<file path="src/shared/vil_consts.svh">
// Constants of the vectored interrupt logic: offsets, bits, resets.
// Included by the top module and the bench; holds definitions only.
`ifndef VIL_CONSTS_SVH
`define VIL_CONSTS_SVH

// Register indices; byte address is four times the index
`define VIL_IDX_TIMER0_STATUS_REG 8'h05
`define VIL_IDX_CORE_STATUS_REG 8'h06
`define VIL_IDX_MAIN_IRQ_STATUS_REG 8'h07
`define VIL_IDX_TMCFG 8'h08
`define VIL_IDX_PFLAG 8'h16
`define VIL_IDX_PEN 8'h17

// Peripheral flag and enable bit positions
`define VIL_PB_BIT 7
`define VIL_TMR3_BIT 6
`define VIL_TMR2_BIT 5
`define VIL_TMR1_BIT 4
`define VIL_CAP2_BIT 3
`define VIL_CAP1_BIT 2
`define VIL_TX_BIT 1
`define VIL_RX_BIT 0

// Main status bits
`define VIL_PERIPH_SUMMARY_FLAG_BIT 7
`define VIL_TIMER0_CLKPIN_FLAG_BIT 6
`define VIL_TIMER0_OVERFLOW_FLAG_BIT 5
`define VIL_EXT_PIN_FLAG_BIT 4
`define VIL_PERIPH_GROUP_ENABLE_BIT 3
`define VIL_TIMER0_CLKPIN_ENABLE_BIT 2
`define VIL_TIMER0_OVERFLOW_ENABLE_BIT 1
`define VIL_INTE_BIT 0

// Other control bits
`define VIL_GLOBAL_IRQ_DISABLE_BIT 4
`define VIL_EXT_PIN_EDGE_SELECT_BIT 7
`define VIL_TIMER0_CLKPIN_EDGE_SELECT_BIT 6
`define VIL_T16_BIT 0
`define VIL_CA1PR3_BIT 1

// Reset values
`define VIL_PEN_RST 8'h00
`define VIL_PFLAG_RST 8'h02
`define VIL_MAIN_IRQ_STATUS_REG_RST 8'h00
`define VIL_TIMER0_STATUS_REG_RST 2'h0
`define VIL_TMCFG_RST 2'h0

// Vectors and timer0 limits
`define VIL_VEC_EXT 16'h0008
`define VIL_VEC_T0 16'h0010
`define VIL_VEC_CK 16'h0018
`define VIL_VEC_PERI 16'h0020
`define VIL_T0_MAX 16'hFFFF
`define VIL_T0_ZERO 16'h0000

// Core clocks per instruction cycle, minus one
`define VIL_Q_LAST 2'h3

`endif

</file>
<file path="src/shared/vil_pkg.sv">
// Types of the vectored interrupt logic.
// Offsets and bit positions live in vil_consts.svh.
package vil_pkg;

  typedef struct packed {
    logic t3_ovf;
    logic t3_per_roll;
    logic t2_per_roll;
    logic t1_per_roll8;
    logic t12_per_roll16;
    logic cap2;
    logic cap1;
    logic tx_empty;
    logic rx_full;
  } vil_pev_s;

  typedef enum logic [2:0] {
    VIL_SRC_NONE,
    VIL_SRC_EXT,
    VIL_SRC_T0,
    VIL_SRC_CK,
    VIL_SRC_PERI
  } vil_src_e;

endpackage

</file>
<file path="src/hdl/vil_edge_det.sv">
// Selectable edge detector for a pin sampled on the core clock.
// Assumes the pin is already synchronous to core_clk.
`timescale 1ns/1ps
module vil_edge_det (
  // Clock and reset
  input wire logic core_clk,
  input wire logic rst,
  // Pin and edge choice
  input wire logic pin,
  input wire logic rise_sel,
  output logic hit
);
  logic prev_q;
  logic armed_q;

  // Plain data, no reset needed
  always_ff @(posedge core_clk) begin
    prev_q <= pin;
  end

  // No edge before one real sample, so a static pin is no event
  always_ff @(posedge core_clk or posedge rst) begin
    if (rst) begin
      armed_q <= 1'b0;
    end else begin
      armed_q <= 1'b1;
    end
  end

  assign hit = armed_q & (rise_sel ? (pin & ~prev_q) : (~pin & prev_q));
endmodule

</file>
<file path="src/hdl/vil_top.sv">
// Vectored interrupt logic: flags, enables, global disable, vectors.
// Assumes an APB master on core_clk, synchronous pin inputs and a core
// that pushes the return address and loads the PC on irq_ack.
//
// Operation
// Enable register holds eight peripheral enables.
// Flags set regardless of enables or disable.
// Port change flag follows port mismatch.
// Timer3 flag by overflow or period rollover.
// Timer2 flag on period rollover.
// Timer1 flag, 8-bit or joined 16-bit.
// Capture flags set on capture events.
// Transmit and receive flags are read-only levels.
// Global disable bit blocks all interrupts.
// Peripheral needs group enable and own enable.
// Reset sets the global disable.
// Accept sets disable, pushes, loads vector.
// Return clears the global disable.
// Vectors 0008h, 0010h, 0018h for direct sources.
// Peripheral vector 0020h, lowest fixed priority.
// Software clears peripheral flags before return.
// Software disables globally before clearing enables.
// External pin edge sets its flag.
// Timer0 wrap sets overflow flag.
// Timer0 clock pin edge sets flag.
// Pin and peripheral interrupts raise wake.
// Summary flag is OR of enabled flags.
// Direct flags clear on vectoring, peripheral not.
// Request only when enabled, pending, not disabled.
//
// Decided for this implementation: the APB slave port.
`timescale 1ns/1ps
`include "vil_consts.svh"
module vil_top (
  // Clock and reset
  input wire logic core_clk,
  input wire logic rst,
  // APB slave
  input wire logic psel,
  input wire logic penable,
  input wire logic pwrite,
  input wire logic [11:0] paddr,
  input wire logic [31:0] pwdata,
  output logic [31:0] prdata,
  output logic pready,
  output logic pslverr,
  // Pins
  input wire logic ext_irq_pin,
  input wire logic timer0_clock_pin,
  input wire logic [7:0] portb_pins,
  // Peripheral events
  input wire logic [15:0] timer0,
  input wire vil_pkg::vil_pev_s pev,
  input wire logic portb_read,
  // Processor core
  input wire logic irq_ack,
  input wire logic return_from_irq,
  output logic irq_req,
  output logic [15:0] irq_vector,
  output logic wake,
  // Timer configuration
  output logic timer1_wide_mode,
  output logic capture1_or_period3_select
);

  function automatic logic hit_reg(input logic [11:0] a,
                                   input logic [7:0] idx);
    hit_reg = (a == {2'b00, idx, 2'b00});
  endfunction

  function automatic vil_pkg::vil_src_e pick_src(input logic [3:0] p);
    if (p[0]) begin
      pick_src = vil_pkg::VIL_SRC_EXT;
    end else if (p[1]) begin
      pick_src = vil_pkg::VIL_SRC_T0;
    end else if (p[2]) begin
      pick_src = vil_pkg::VIL_SRC_CK;
    end else if (p[3]) begin
      pick_src = vil_pkg::VIL_SRC_PERI;
    end else begin
      pick_src = vil_pkg::VIL_SRC_NONE;
    end
  endfunction

  function automatic logic [15:0] vec_of(input vil_pkg::vil_src_e s);
    unique case (s)
      vil_pkg::VIL_SRC_EXT: vec_of = `VIL_VEC_EXT;
      vil_pkg::VIL_SRC_T0: vec_of = `VIL_VEC_T0;
      vil_pkg::VIL_SRC_CK: vec_of = `VIL_VEC_CK;
      vil_pkg::VIL_SRC_PERI: vec_of = `VIL_VEC_PERI;
      default: vec_of = `VIL_VEC_PERI;
    endcase
  endfunction

  logic pready_q;
  logic pslverr_q;
  logic [31:0] prdata_q;
  logic [7:0] pen_q;
  logic [7:0] pflag_q;
  logic [7:0] main_irq_status_reg_q;
  logic [7:0] main_irq_status_reg_d;
  logic global_irq_disable_q;
  logic [1:0] timer0_status_reg_q;
  logic [1:0] tmcfg_q;
  logic [15:0] t0_prev_q;
  logic [7:0] pb_latch_q;
  logic pb_armed_q;
  logic [1:0] q_cnt_q;
  logic tick_q;
  logic irq_req_q;
  logic [15:0] irq_vector_q;
  vil_pkg::vil_src_e sel_q;
  logic wake_q;
  logic [7:0] rd_mux;
  logic mapped;
  logic wr_done;
  logic take;
  logic ext_hit;
  logic ck_hit;
  logic t0_hit;
  logic t3_hit;
  logic t1_hit;
  logic pb_mismatch;
  logic [7:2] pset;
  logic periph_summary_flag;
  logic ext_pend;
  logic t0_pend;
  logic ck_pend;
  logic pe_pend;

  assign prdata = prdata_q;
  assign pready = pready_q;
  assign pslverr = pslverr_q;
  assign irq_req = irq_req_q;
  assign irq_vector = irq_vector_q;
  assign wake = wake_q;
  assign timer1_wide_mode = tmcfg_q[`VIL_T16_BIT];
  assign capture1_or_period3_select = tmcfg_q[`VIL_CA1PR3_BIT];

  // Register bus
  assign wr_done = psel & penable & pready_q & pwrite;

  always_comb begin
    rd_mux = 8'h00;
    mapped = 1'b1;
    if (hit_reg(paddr, `VIL_IDX_PFLAG)) begin
      rd_mux = pflag_q;
    end else if (hit_reg(paddr, `VIL_IDX_PEN)) begin
      rd_mux = pen_q;
    end else if (hit_reg(paddr, `VIL_IDX_MAIN_IRQ_STATUS_REG)) begin
      rd_mux = {periph_summary_flag, main_irq_status_reg_q[6:0]};
    end else if (hit_reg(paddr, `VIL_IDX_CORE_STATUS_REG)) begin
      rd_mux = {3'h0, global_irq_disable_q, 4'h0};
    end else if (hit_reg(paddr, `VIL_IDX_TIMER0_STATUS_REG)) begin
      rd_mux = {timer0_status_reg_q, 6'h00};
    end else if (hit_reg(paddr, `VIL_IDX_TMCFG)) begin
      rd_mux = {6'h00, tmcfg_q};
    end else begin
      mapped = 1'b0;
    end
  end

  // Zero wait states: ready rises for the access phase after setup
  always_ff @(posedge core_clk or posedge rst) begin
    if (rst) begin
      pready_q <= 1'b0;
      pslverr_q <= 1'b0;
      prdata_q <= 32'h0000_0000;
    end else if (psel & ~penable) begin
      pready_q <= 1'b1;
      pslverr_q <= ~mapped;
      prdata_q <= pwrite ? 32'h0000_0000 : {24'h00_0000, rd_mux};
    end else begin
      pready_q <= 1'b0;
      pslverr_q <= 1'b0;
    end
  end

  // Plain control registers
  always_ff @(posedge core_clk or posedge rst) begin
    if (rst) begin
      pen_q <= `VIL_PEN_RST;
      timer0_status_reg_q <= `VIL_TIMER0_STATUS_REG_RST;
      tmcfg_q <= `VIL_TMCFG_RST;
    end else begin
      if (wr_done & hit_reg(paddr, `VIL_IDX_PEN)) begin
        pen_q <= pwdata[7:0];
      end
      if (wr_done & hit_reg(paddr, `VIL_IDX_TIMER0_STATUS_REG)) begin
        timer0_status_reg_q <= pwdata[7:6];
      end
      if (wr_done & hit_reg(paddr, `VIL_IDX_TMCFG)) begin
        tmcfg_q <= pwdata[1:0];
      end
    end
  end

  // Instruction cycle divider
  always_ff @(posedge core_clk or posedge rst) begin
    if (rst) begin
      q_cnt_q <= 2'h0;
      tick_q <= 1'b0;
    end else begin
      q_cnt_q <= q_cnt_q + 2'h1;
      tick_q <= (q_cnt_q == `VIL_Q_LAST);
    end
  end

  // Direct source events
  vil_edge_det u_ext_edge (
    .core_clk(core_clk),
    .rst(rst),
    .pin(ext_irq_pin),
    .rise_sel(timer0_status_reg_q[`VIL_EXT_PIN_EDGE_SELECT_BIT - 6]),
    .hit(ext_hit)
  );

  vil_edge_det u_ck_edge (
    .core_clk(core_clk),
    .rst(rst),
    .pin(timer0_clock_pin),
    .rise_sel(timer0_status_reg_q[`VIL_TIMER0_CLKPIN_EDGE_SELECT_BIT - 6]),
    .hit(ck_hit)
  );

  always_ff @(posedge core_clk) begin
    t0_prev_q <= timer0;
  end

  assign t0_hit = (t0_prev_q == `VIL_T0_MAX) &
                  (timer0 == `VIL_T0_ZERO);

  // Port change: latch refreshed when the core reads the port
  always_ff @(posedge core_clk or posedge rst) begin
    if (rst) begin
      pb_latch_q <= 8'h00;
      pb_armed_q <= 1'b0;
    end else if (~pb_armed_q | portb_read) begin
      pb_latch_q <= portb_pins;
      pb_armed_q <= 1'b1;
    end
  end

  assign pb_mismatch = pb_armed_q & (portb_pins != pb_latch_q);

  // Peripheral flag sources
  assign t3_hit = tmcfg_q[`VIL_CA1PR3_BIT] ? pev.t3_ovf
                                          : pev.t3_per_roll;
  assign t1_hit = tmcfg_q[`VIL_T16_BIT] ? pev.t12_per_roll16
                                       : pev.t1_per_roll8;
  assign pset = {pb_mismatch, t3_hit, pev.t2_per_roll, t1_hit,
                 pev.cap2, pev.cap1};

  // Set wins over a software clear in the same cycle
  always_ff @(posedge core_clk or posedge rst) begin
    if (rst) begin
      pflag_q <= `VIL_PFLAG_RST;
    end else begin
      if (wr_done & hit_reg(paddr, `VIL_IDX_PFLAG)) begin
        pflag_q[7:2] <= pwdata[7:2] | pset;
      end else begin
        pflag_q[7:2] <= pflag_q[7:2] | pset;
      end
      pflag_q[`VIL_TX_BIT] <= pev.tx_empty;
      pflag_q[`VIL_RX_BIT] <= pev.rx_full;
    end
  end

  assign periph_summary_flag = |(pflag_q & pen_q);

  // Main status flags and enables
  assign take = irq_ack & irq_req_q;

  always_comb begin
    main_irq_status_reg_d = main_irq_status_reg_q;
    if (wr_done & hit_reg(paddr, `VIL_IDX_MAIN_IRQ_STATUS_REG)) begin
      main_irq_status_reg_d[6:0] = pwdata[6:0];
    end
    if (take) begin
      // Peripheral sources stay pending until software clears them
      unique case (sel_q)
        vil_pkg::VIL_SRC_EXT: main_irq_status_reg_d[`VIL_EXT_PIN_FLAG_BIT] = 1'b0;
        vil_pkg::VIL_SRC_T0: main_irq_status_reg_d[`VIL_TIMER0_OVERFLOW_FLAG_BIT] = 1'b0;
        vil_pkg::VIL_SRC_CK: main_irq_status_reg_d[`VIL_TIMER0_CLKPIN_FLAG_BIT] = 1'b0;
        vil_pkg::VIL_SRC_PERI: main_irq_status_reg_d[7] = 1'b0;
        vil_pkg::VIL_SRC_NONE: main_irq_status_reg_d[7] = 1'b0;
      endcase
    end
    if (ext_hit) begin
      main_irq_status_reg_d[`VIL_EXT_PIN_FLAG_BIT] = 1'b1;
    end
    if (t0_hit) begin
      main_irq_status_reg_d[`VIL_TIMER0_OVERFLOW_FLAG_BIT] = 1'b1;
    end
    if (ck_hit) begin
      main_irq_status_reg_d[`VIL_TIMER0_CLKPIN_FLAG_BIT] = 1'b1;
    end
    main_irq_status_reg_d[7] = 1'b0;
  end

  always_ff @(posedge core_clk or posedge rst) begin
    if (rst) begin
      main_irq_status_reg_q <= `VIL_MAIN_IRQ_STATUS_REG_RST;
    end else begin
      main_irq_status_reg_q <= main_irq_status_reg_d;
    end
  end

  // Global disable: accept beats return, return beats a write
  always_ff @(posedge core_clk or posedge rst) begin
    if (rst) begin
      global_irq_disable_q <= 1'b1;
    end else if (take) begin
      global_irq_disable_q <= 1'b1;
    end else if (return_from_irq) begin
      global_irq_disable_q <= 1'b0;
    end else if (wr_done & hit_reg(paddr, `VIL_IDX_CORE_STATUS_REG)) begin
      global_irq_disable_q <= pwdata[`VIL_GLOBAL_IRQ_DISABLE_BIT];
    end
  end

  // Pending sources
  assign ext_pend = main_irq_status_reg_q[`VIL_EXT_PIN_FLAG_BIT] & main_irq_status_reg_q[`VIL_INTE_BIT];
  assign t0_pend = main_irq_status_reg_q[`VIL_TIMER0_OVERFLOW_FLAG_BIT] & main_irq_status_reg_q[`VIL_TIMER0_OVERFLOW_ENABLE_BIT];
  assign ck_pend = main_irq_status_reg_q[`VIL_TIMER0_CLKPIN_FLAG_BIT] & main_irq_status_reg_q[`VIL_TIMER0_CLKPIN_ENABLE_BIT];
  assign pe_pend = periph_summary_flag & main_irq_status_reg_q[`VIL_PERIPH_GROUP_ENABLE_BIT];

  // Request, evaluated once per instruction cycle
  always_ff @(posedge core_clk or posedge rst) begin
    if (rst) begin
      irq_req_q <= 1'b0;
      irq_vector_q <= `VIL_VEC_PERI;
      sel_q <= vil_pkg::VIL_SRC_NONE;
    end else if (take) begin
      irq_req_q <= 1'b0;
      sel_q <= vil_pkg::VIL_SRC_NONE;
    end else if (global_irq_disable_q) begin
      // Drop at once, so no stale request survives a disable
      irq_req_q <= 1'b0;
      sel_q <= vil_pkg::VIL_SRC_NONE;
    end else if (tick_q) begin
      irq_req_q <= ext_pend | t0_pend | ck_pend | pe_pend;
      sel_q <= pick_src({pe_pend, ck_pend, t0_pend, ext_pend});
      irq_vector_q <= vec_of(
        pick_src({pe_pend, ck_pend, t0_pend, ext_pend}));
    end
  end

  // Wake does not depend on the global disable
  always_ff @(posedge core_clk or posedge rst) begin
    if (rst) begin
      wake_q <= 1'b0;
    end else begin
      wake_q <= ext_pend | ck_pend | pe_pend;
    end
  end
endmodule

</file>
<file path="config.mk">
export PLATFORM = sky130hd
export DESIGN_NAME = vil_top
export DESIGN_NICKNAME = d
export VERILOG_FILES = /design/src/shared/vil_pkg.sv /design/src/hdl/vil_edge_det.sv /design/src/hdl/vil_top.sv
export VERILOG_INCLUDE_DIRS = /design/src /design/src/shared
export SDC_FILE = /design/constraint.sdc
export NUM_CORES = 1
export LEC_CHECK = 0
export ABC_AREA = 1
export BUFFER_PORTS_ARGS = -buffer_cell sky130_fd_sc_hd__buf_2
export CAP_MARGIN = 20
export CORE_ASPECT_RATIO = 1.1
export CORE_MARGIN = 5
export CORE_UTILIZATION = 45
export CTS_CLUSTER_DIAMETER = 200
export DETAILED_ROUTE_END_ITERATION = 8
export GPL_TIMING_DRIVEN = 1
export PLACE_DENSITY = 0.77
export SLEW_MARGIN = 10
export SYNTH_ARGS = -nofsm -noshare
export SYNTH_HDL_FRONTEND = slang
export SYNTH_SLANG_ARGS = --single-unit
</file>
<file path="constraint.sdc">
create_clock -name core_clk -period 1.7 [get_ports core_clk]
set_input_delay 0.34 -clock core_clk [delete_from_list [all_inputs] [get_ports core_clk]]
set_output_delay 0.34 -clock core_clk [all_outputs]
set_load 0.005 [all_outputs]
</file>
# --- Word level (Yosys, flattened, before mapping) ---
# Cells that the tools add are included.
word_totals:
  regBits: 114
  output_inout_bits: 54
  word_cells: 128
classes:
  n_addsub: 1
  n_eq_ne: 15
  muxes: 44
  n_bitwise: 41
  n_reduce_logical: 5
op_table:
  columns: ["cell", "n"]
  rows:
  - ["$mux W8", 6]
  - ["$eq A12 B5 Y1 const B", 3]
  - ["$mux W3", 10]
  - ["$eq A12 B7 Y1 const B", 2]
  - ["$mux W1", 24]
  - ["$and A1 B1 Y1", 23]
  - ["$pmux W6 S3", 1]
  - ["$eq A16 B16 Y1 const B", 1]
  - ["$logic_not A16 Y1", 1]
  - ["$eq A12 B6 Y1 const B", 1]
  - ["$eq A3 B2 Y1 const B", 4]
  - ["$or A6 B6 Y6", 2]
  - ["$not A1 Y1", 9]
  - ["$and A8 B8 Y8", 1]
  - ["$ne A8 B8 Y1", 1]
  - ["$reduce_or A8 Y1", 1]
  - ["$mux W7", 1]
  - ["$eq A3 B1 Y1 const B", 2]
  - ["$mux W6", 1]
  - ["$or A1 B1 Y1", 6]
  - ["$reduce_bool A3 Y1", 2]
  - ["$reduce_and A3 Y1", 1]
  - ["$add A2 B1 Y2 const B", 1]
  - ["$eq A2 B2 Y1 const B", 1]
  - ["$mux W2", 1]

# --- Depth between registers and ports, before layout ---
logic_depth:
  depth_word: 12
  ltp_mapped: 12

# --- Cells and area by module ---
# From an unflattened synthesis, not the netlist that was laid out.
hier_totals:
  cells_unflattened: 462
  hier_area_um2: 3826.2
by_module_without_submodules:
  columns: ["module", "n_inst", "cells_per_inst", "area_each_um2", "seq_area_each_um2"]
  rows:
  - ["vil_top", 1, 438, 3661.0, 1775.5]
  - ["vil_edge_det", 2, 12, 82.6, 45.0]

# --- Least setup slack after synthesis ---
# OpenSTA, ideal clock, no wires.
synth_path:
  path_kind: "input -> register"
  from: "in paddr[11]"
  to: "reg prdata_q[4], in the netlist prdata[4]"
  setup_ns: 0.116
  arrival_ns: 1.249
  path_slack_ns: 0.334
  path_stages: 11
  n_path_buf: 1
  cell_sequence: "nor2_1 > nand2_1 > clkinv_2 > nand2_4 > nor2_8 > inv_2 > buf_6 > o21ai_1 > inv_1 > nand2_1 > nand2_1"
synth_via:
  elab_chain_cells: 6
  word_cells_on_any_way: 9
  cone_classes: "eq/ne (4); mux (5)"
synth_rtl:
  columns: ["item", "line_no", "rtl"]
  rows:
  - ["from (decl)", "vil_top.sv:42", "input wire logic [11:0] paddr,"]
  - ["$eq A12 B5 Y1", "vil_top.sv:68", "hit_reg = (a == {2'b00, idx, 2'b00});"]
  - ["$mux W8", "vil_top.sv:152", "end else if (hit_reg(paddr, `VIL_IDX_CORE_STATUS_REG)) begin"]
  - ["$mux W8", "vil_top.sv:150", "end else if (hit_reg(paddr, `VIL_IDX_MAIN_IRQ_STATUS_REG)) begin"]
  - ["$mux W8", "vil_top.sv:148", "end else if (hit_reg(paddr, `VIL_IDX_PEN)) begin"]
  - ["$mux W8 *", "vil_top.sv:146", "if (hit_reg(paddr, `VIL_IDX_PFLAG)) begin"]
  - ["$mux W8 *", "vil_top.sv:172", "prdata_q <= pwrite ? 32'h0000_0000 : {24'h00_0000, rd_mux};"]
  - ["to (signal assigned)", "vil_top.sv:172", null]
  - ["to (decl)", "vil_top.sv:97", "logic [31:0] prdata_q;"]
# Mark *: on every way between the ends. The rest lies on a longest branch, timed or not.
# A chain may end at the register's enable or synchronous reset.

# --- Final worst setup path ---
layout_path:
  from: "reg irq_req_q, in the netlist irq_req"
  to: "reg irq_vector_q[4], in the netlist irq_vector[4]"
layout_via:
  elab_chain_cells: 3
layout_rtl:
  columns: ["item", "line_no", "rtl"]
  rows:
  - ["from (decl)", "vil_top.sv:110", "logic irq_req_q;"]
  - ["from (signal assigned)", "vil_top.sv:342", "irq_req_q <= ext_pend | t0_pend | ck_pend | pe_pend;"]
  - ["$and A1 B1 Y1", "vil_top.sv:272", "assign take = irq_ack & irq_req_q;"]
  - ["$not A1 Y1 (no line)", null, null]
  - ["$reduce_and A3 Y1 (no line)", null, null]
  - ["to (signal assigned)", "vil_top.sv:332", "irq_vector_q <= `VIL_VEC_PERI;"]
  - ["to (signal assigned)", "vil_top.sv:344", "irq_vector_q <= vec_of("]
  - ["to (decl)", "vil_top.sv:111", "logic [15:0] irq_vector_q;"]
# No other way between the ends.

==> out/qor.yml <==
cellInternalPower_w: 0.002622
syn_area_sq_mm: 0.003819
cp_slowest_cell: "dfrtp_1"
p_sw_share_pct: 25.92
syn_inst: 454
wl_per_cell_um: 12.60
track_usage_pct: 16.38
setup_viol: 0
layout.area.seq_sq_mm: 0.001841
die_h_um: 106.6
root_buffer: "clkbuf_8"
hpwl_mm: 6.479
fin_skew_ps: 11.87
initial_core_util_pct: 45.89
cp-end-kind: "register"
post_cts_resized: 0
ys_warn_count: 0
antenna_found_initial: 0
slew_violations: 0
cts_max_path_buffers: 2
ios: 141
core_sq_mm: 0.008320
crit_chain: "nand2_1 > inv_1 > nor3_1 > inv_1 > nand2_1 > o21ai_0"
via_per_inst: 4.741
power_density_mw_per_mm2: 800.4
vdd_drop_max_mv: 0.5553
placedCellCount: 643
critPathMaxFanout: 5
cpPeakStageDelay_ps: 400
port_buffers: 79
detail-route-antenna-nets: 0
crit_type: "reg -> reg"
clock-sinks: 77
routed_wl_mm: 8.316
die_w_um: 97.83
leakage_nw: 2.402
final_layout_size_suffix_gt1_share_pct: 26.41
yosysUniqueCellTypes: 36
syn_area_per_cell_sq_um: 8.411
timing.fmax_ghz: 0.6991
hp-class: "in -> reg"
instances_no_fill: 660
ys_seq_area_share_pct: 48.20
grt_pass1_vias: 3119
post-route-period-util_pct: 84.14
fin_crit_ps: 1430
grt_max_degree: 44
vias: 3129
required_ps: 1930
synth-seq-cells: 77
netSwitchingPower_w: 0.0009174
gp_congestion: 0.9283
htreeDepth: 3
status: "completed"
p_clk_share_pct: 38.6
setup_tns_ps: 0
clkTransAtPathRegs_ps: 90
clock_latency_ps: 360
hold_viol_final: 0
drv_cap: 0
rsz0062_at_grt: "false"
p_comb_share_pct: 8.0
cp-start-kind: "register"
cts_tree: "built"
dr.pass1.iters: 5
multi_input_area_sq_mm: 0.001600
design_area_sq_mm: 0.004422
cts_setup_buffers: 0
rows: 35
area_growth_pct: 15.79
drc: 0
grt_first_pass_wirelength_mm: 13.75
design.die.area_sq_mm: 0.01043
hold_slack_ps: 84.38
cp.arrival_ps: 1660
r2r_setup_slack_ps: 270
drtIter0Drc: 170
nFillCells: 797
nNetsFinal: 632
placed_area_sq_mm: 0.004212
grt_overflow_total: 0
cts-buffers-inserted: 9
antenna_cells: 0
p_seq_share_pct: 53.3
-- worst paths after layout --
| kind | depth (start not counted) | end | from |
|---|---|---|---|
| min | 1 | pflag_q[0] | pev[0] |
| min reg2reg | 1 | q_cnt_q[0] | q_cnt_q[0] |
| max in group asynchronous | 4 | global_irq_disable_q | rst |
| max | 6 | irq_vector[4] | irq_req |
| min in group asynchronous | 3 | pflag_q[2] | rst |
| max reg2reg | 6 | irq_vector[4] | irq_req |
-- what timing repair did --
item / 4_1_cts / 5_1_grt
endpoints found under the setup margin: 0 / 0
hold endpoints to repair: 16 / 0
hold buffers: 1 / 0
-- cells by family (layout without fill, tap and decap cells) --
family | Yosys count | after routing | share of synthesized area [%]
AOI/OAI and AO/OA | 57 | 57 | 9.174
other | 2 | 39 | 0.1967
buffers and inverters | 92 | 150 | 13.53
muxes | 6 | 6 | 1.704
DFF | 77 | 77 | 48.20
adders and majority gates | 1 | 1 | 0.3276
xor gates and xnor gates | 4 | 4 | 0.9173
and+or+nand+nor | 215 | 215 | 25.95
-- registers in the layout, indices dropped and copies added (netlist names), 2 cells and up --
register	cells
irq_vector	3
main_irq_status_reg_q	7
pb_latch_q	8
pen_q	8
pflag_q	8
prdata	8
q_cnt_q	2
sel_q	3
t0_prev_q	16
timer0_status_reg_q	2
tmcfg_q	2
-- cell type report --
class,count,share of cell area [%]
clock buffer,10,3.367
multi-input combinational,322,36.19
clock inverter,6,1.160
tap,111,3.141
sequential,77,41.62
inverter,50,4.386
timing repair buffer,84,10.13
-- cells in the mapped netlist --
library cell / n / area share (%)
buf_4: 37 / 7.3
xnor2_1: 4 / 0.92
conb_1: 2 / 0.20
o21ai_2: 8 / 1.8
o21ai_1: 12 / 1.6
inv_1: 43 / 4.2
buf_6: 4 / 1.2
nor2_1: 31 / 3.0
nand3_4: 1 / 0.46
o22ai_1: 4 / 0.66
nor2_8: 1 / 0.52
o21ai_0: 16 / 2.1
clkbuf_1: 1 / 0.098
nand2_1: 121 / 12
nand3b_1: 1 / 0.20
nor2_2: 3 / 0.49
nor4_1: 4 / 0.66
or2_2: 4 / 0.66
o211ai_1: 5 / 0.98
nor2_4: 3 / 0.88
o21bai_1: 1 / 0.20
nand2_4: 3 / 0.88
mux2i_1: 2 / 0.52
nand3_1: 20 / 2.6
o211ai_2: 2 / 0.66
mux2_2: 4 / 1.2
nand2_2: 6 / 0.98
a21oi_1: 9 / 1.2
dfxtp_1: 18 / 9.4
ha_1: 1 / 0.33
dfstp_2: 3 / 2.1
clkinv_2: 2 / 0.26
nand4_1: 13 / 2.1
dfrtp_1: 56 / 37
nor3_1: 4 / 0.52
inv_2: 5 / 0.49
-- worst max-delay path: cells and delay by family, from the launching register on --
family | cells | cell delay [ps]
simple gates | 3 | 560
buf+inv | 2 | 270
compound gates | 1 | 90
flops | 1 | 400
-- per-stage QoR --
step	worst slack (ps)	utilization, %	power (W)
after global routing	47.64	53.14	0.003703
final	269.6	53.14	0.003539
after floorplan	334.3	-	0.002135
after detailed placement	99.76	50.62	0.002210
after CTS	274.5	53.14	0.003577
after global placement	140.0	50.62	0.002198
-- cells in the final DEF, fill, tap and decap left out, types with 2 or more instances in the layout --
master        n
o211ai_2      2
nand2_1     121
clkinv_4      2
nor2_4        3
nor4_1        4
o21ai_1      12
dfxtp_1      18
inv_2         5
nand2_4       3
mux2_2        4
o22ai_1       4
dfrtp_1      56
nor2_2        3
xnor2_1       4
or2_2         4
inv_6         3
dfstp_2       3
nand3_1      20
inv_1        42
o211ai_1      5
nor2_1       31
o21ai_2       8
buf_2        79
clkbuf_8      9
o21ai_0      16
buf_4         3
clkinvlp_4    2
nand4_1      13
nor3_1        4
mux2i_1       2
a21oi_1       9
conb_1       39
nand2_2       6
clkinv_2      2
-- metal layers --
layer	up-vias	wire length, um	GRT usage, %
li1	1563	-	-
met1	1423	3340	19.32
met2	128	4029	27.24
met3	15	789	5.400
met4	0	156	7.221
met5	-	0	0
-- power groups by stage --
stage | Clock (W) | Combinational (W) | Sequential (W)
after floorplan | 0 | 0.000213 | 0.00192
after global placement | 0 | 0.000274 | 0.00192
after detailed placement | 0 | 0.000284 | 0.00193
after CTS | 0.00140 | 0.000286 | 0.00189
after global routing | 0.00148 | 0.000325 | 0.00189
final | 0.00137 | 0.000284 | 0.00189
No activity file was read; power rests on OpenSTA's default activity.
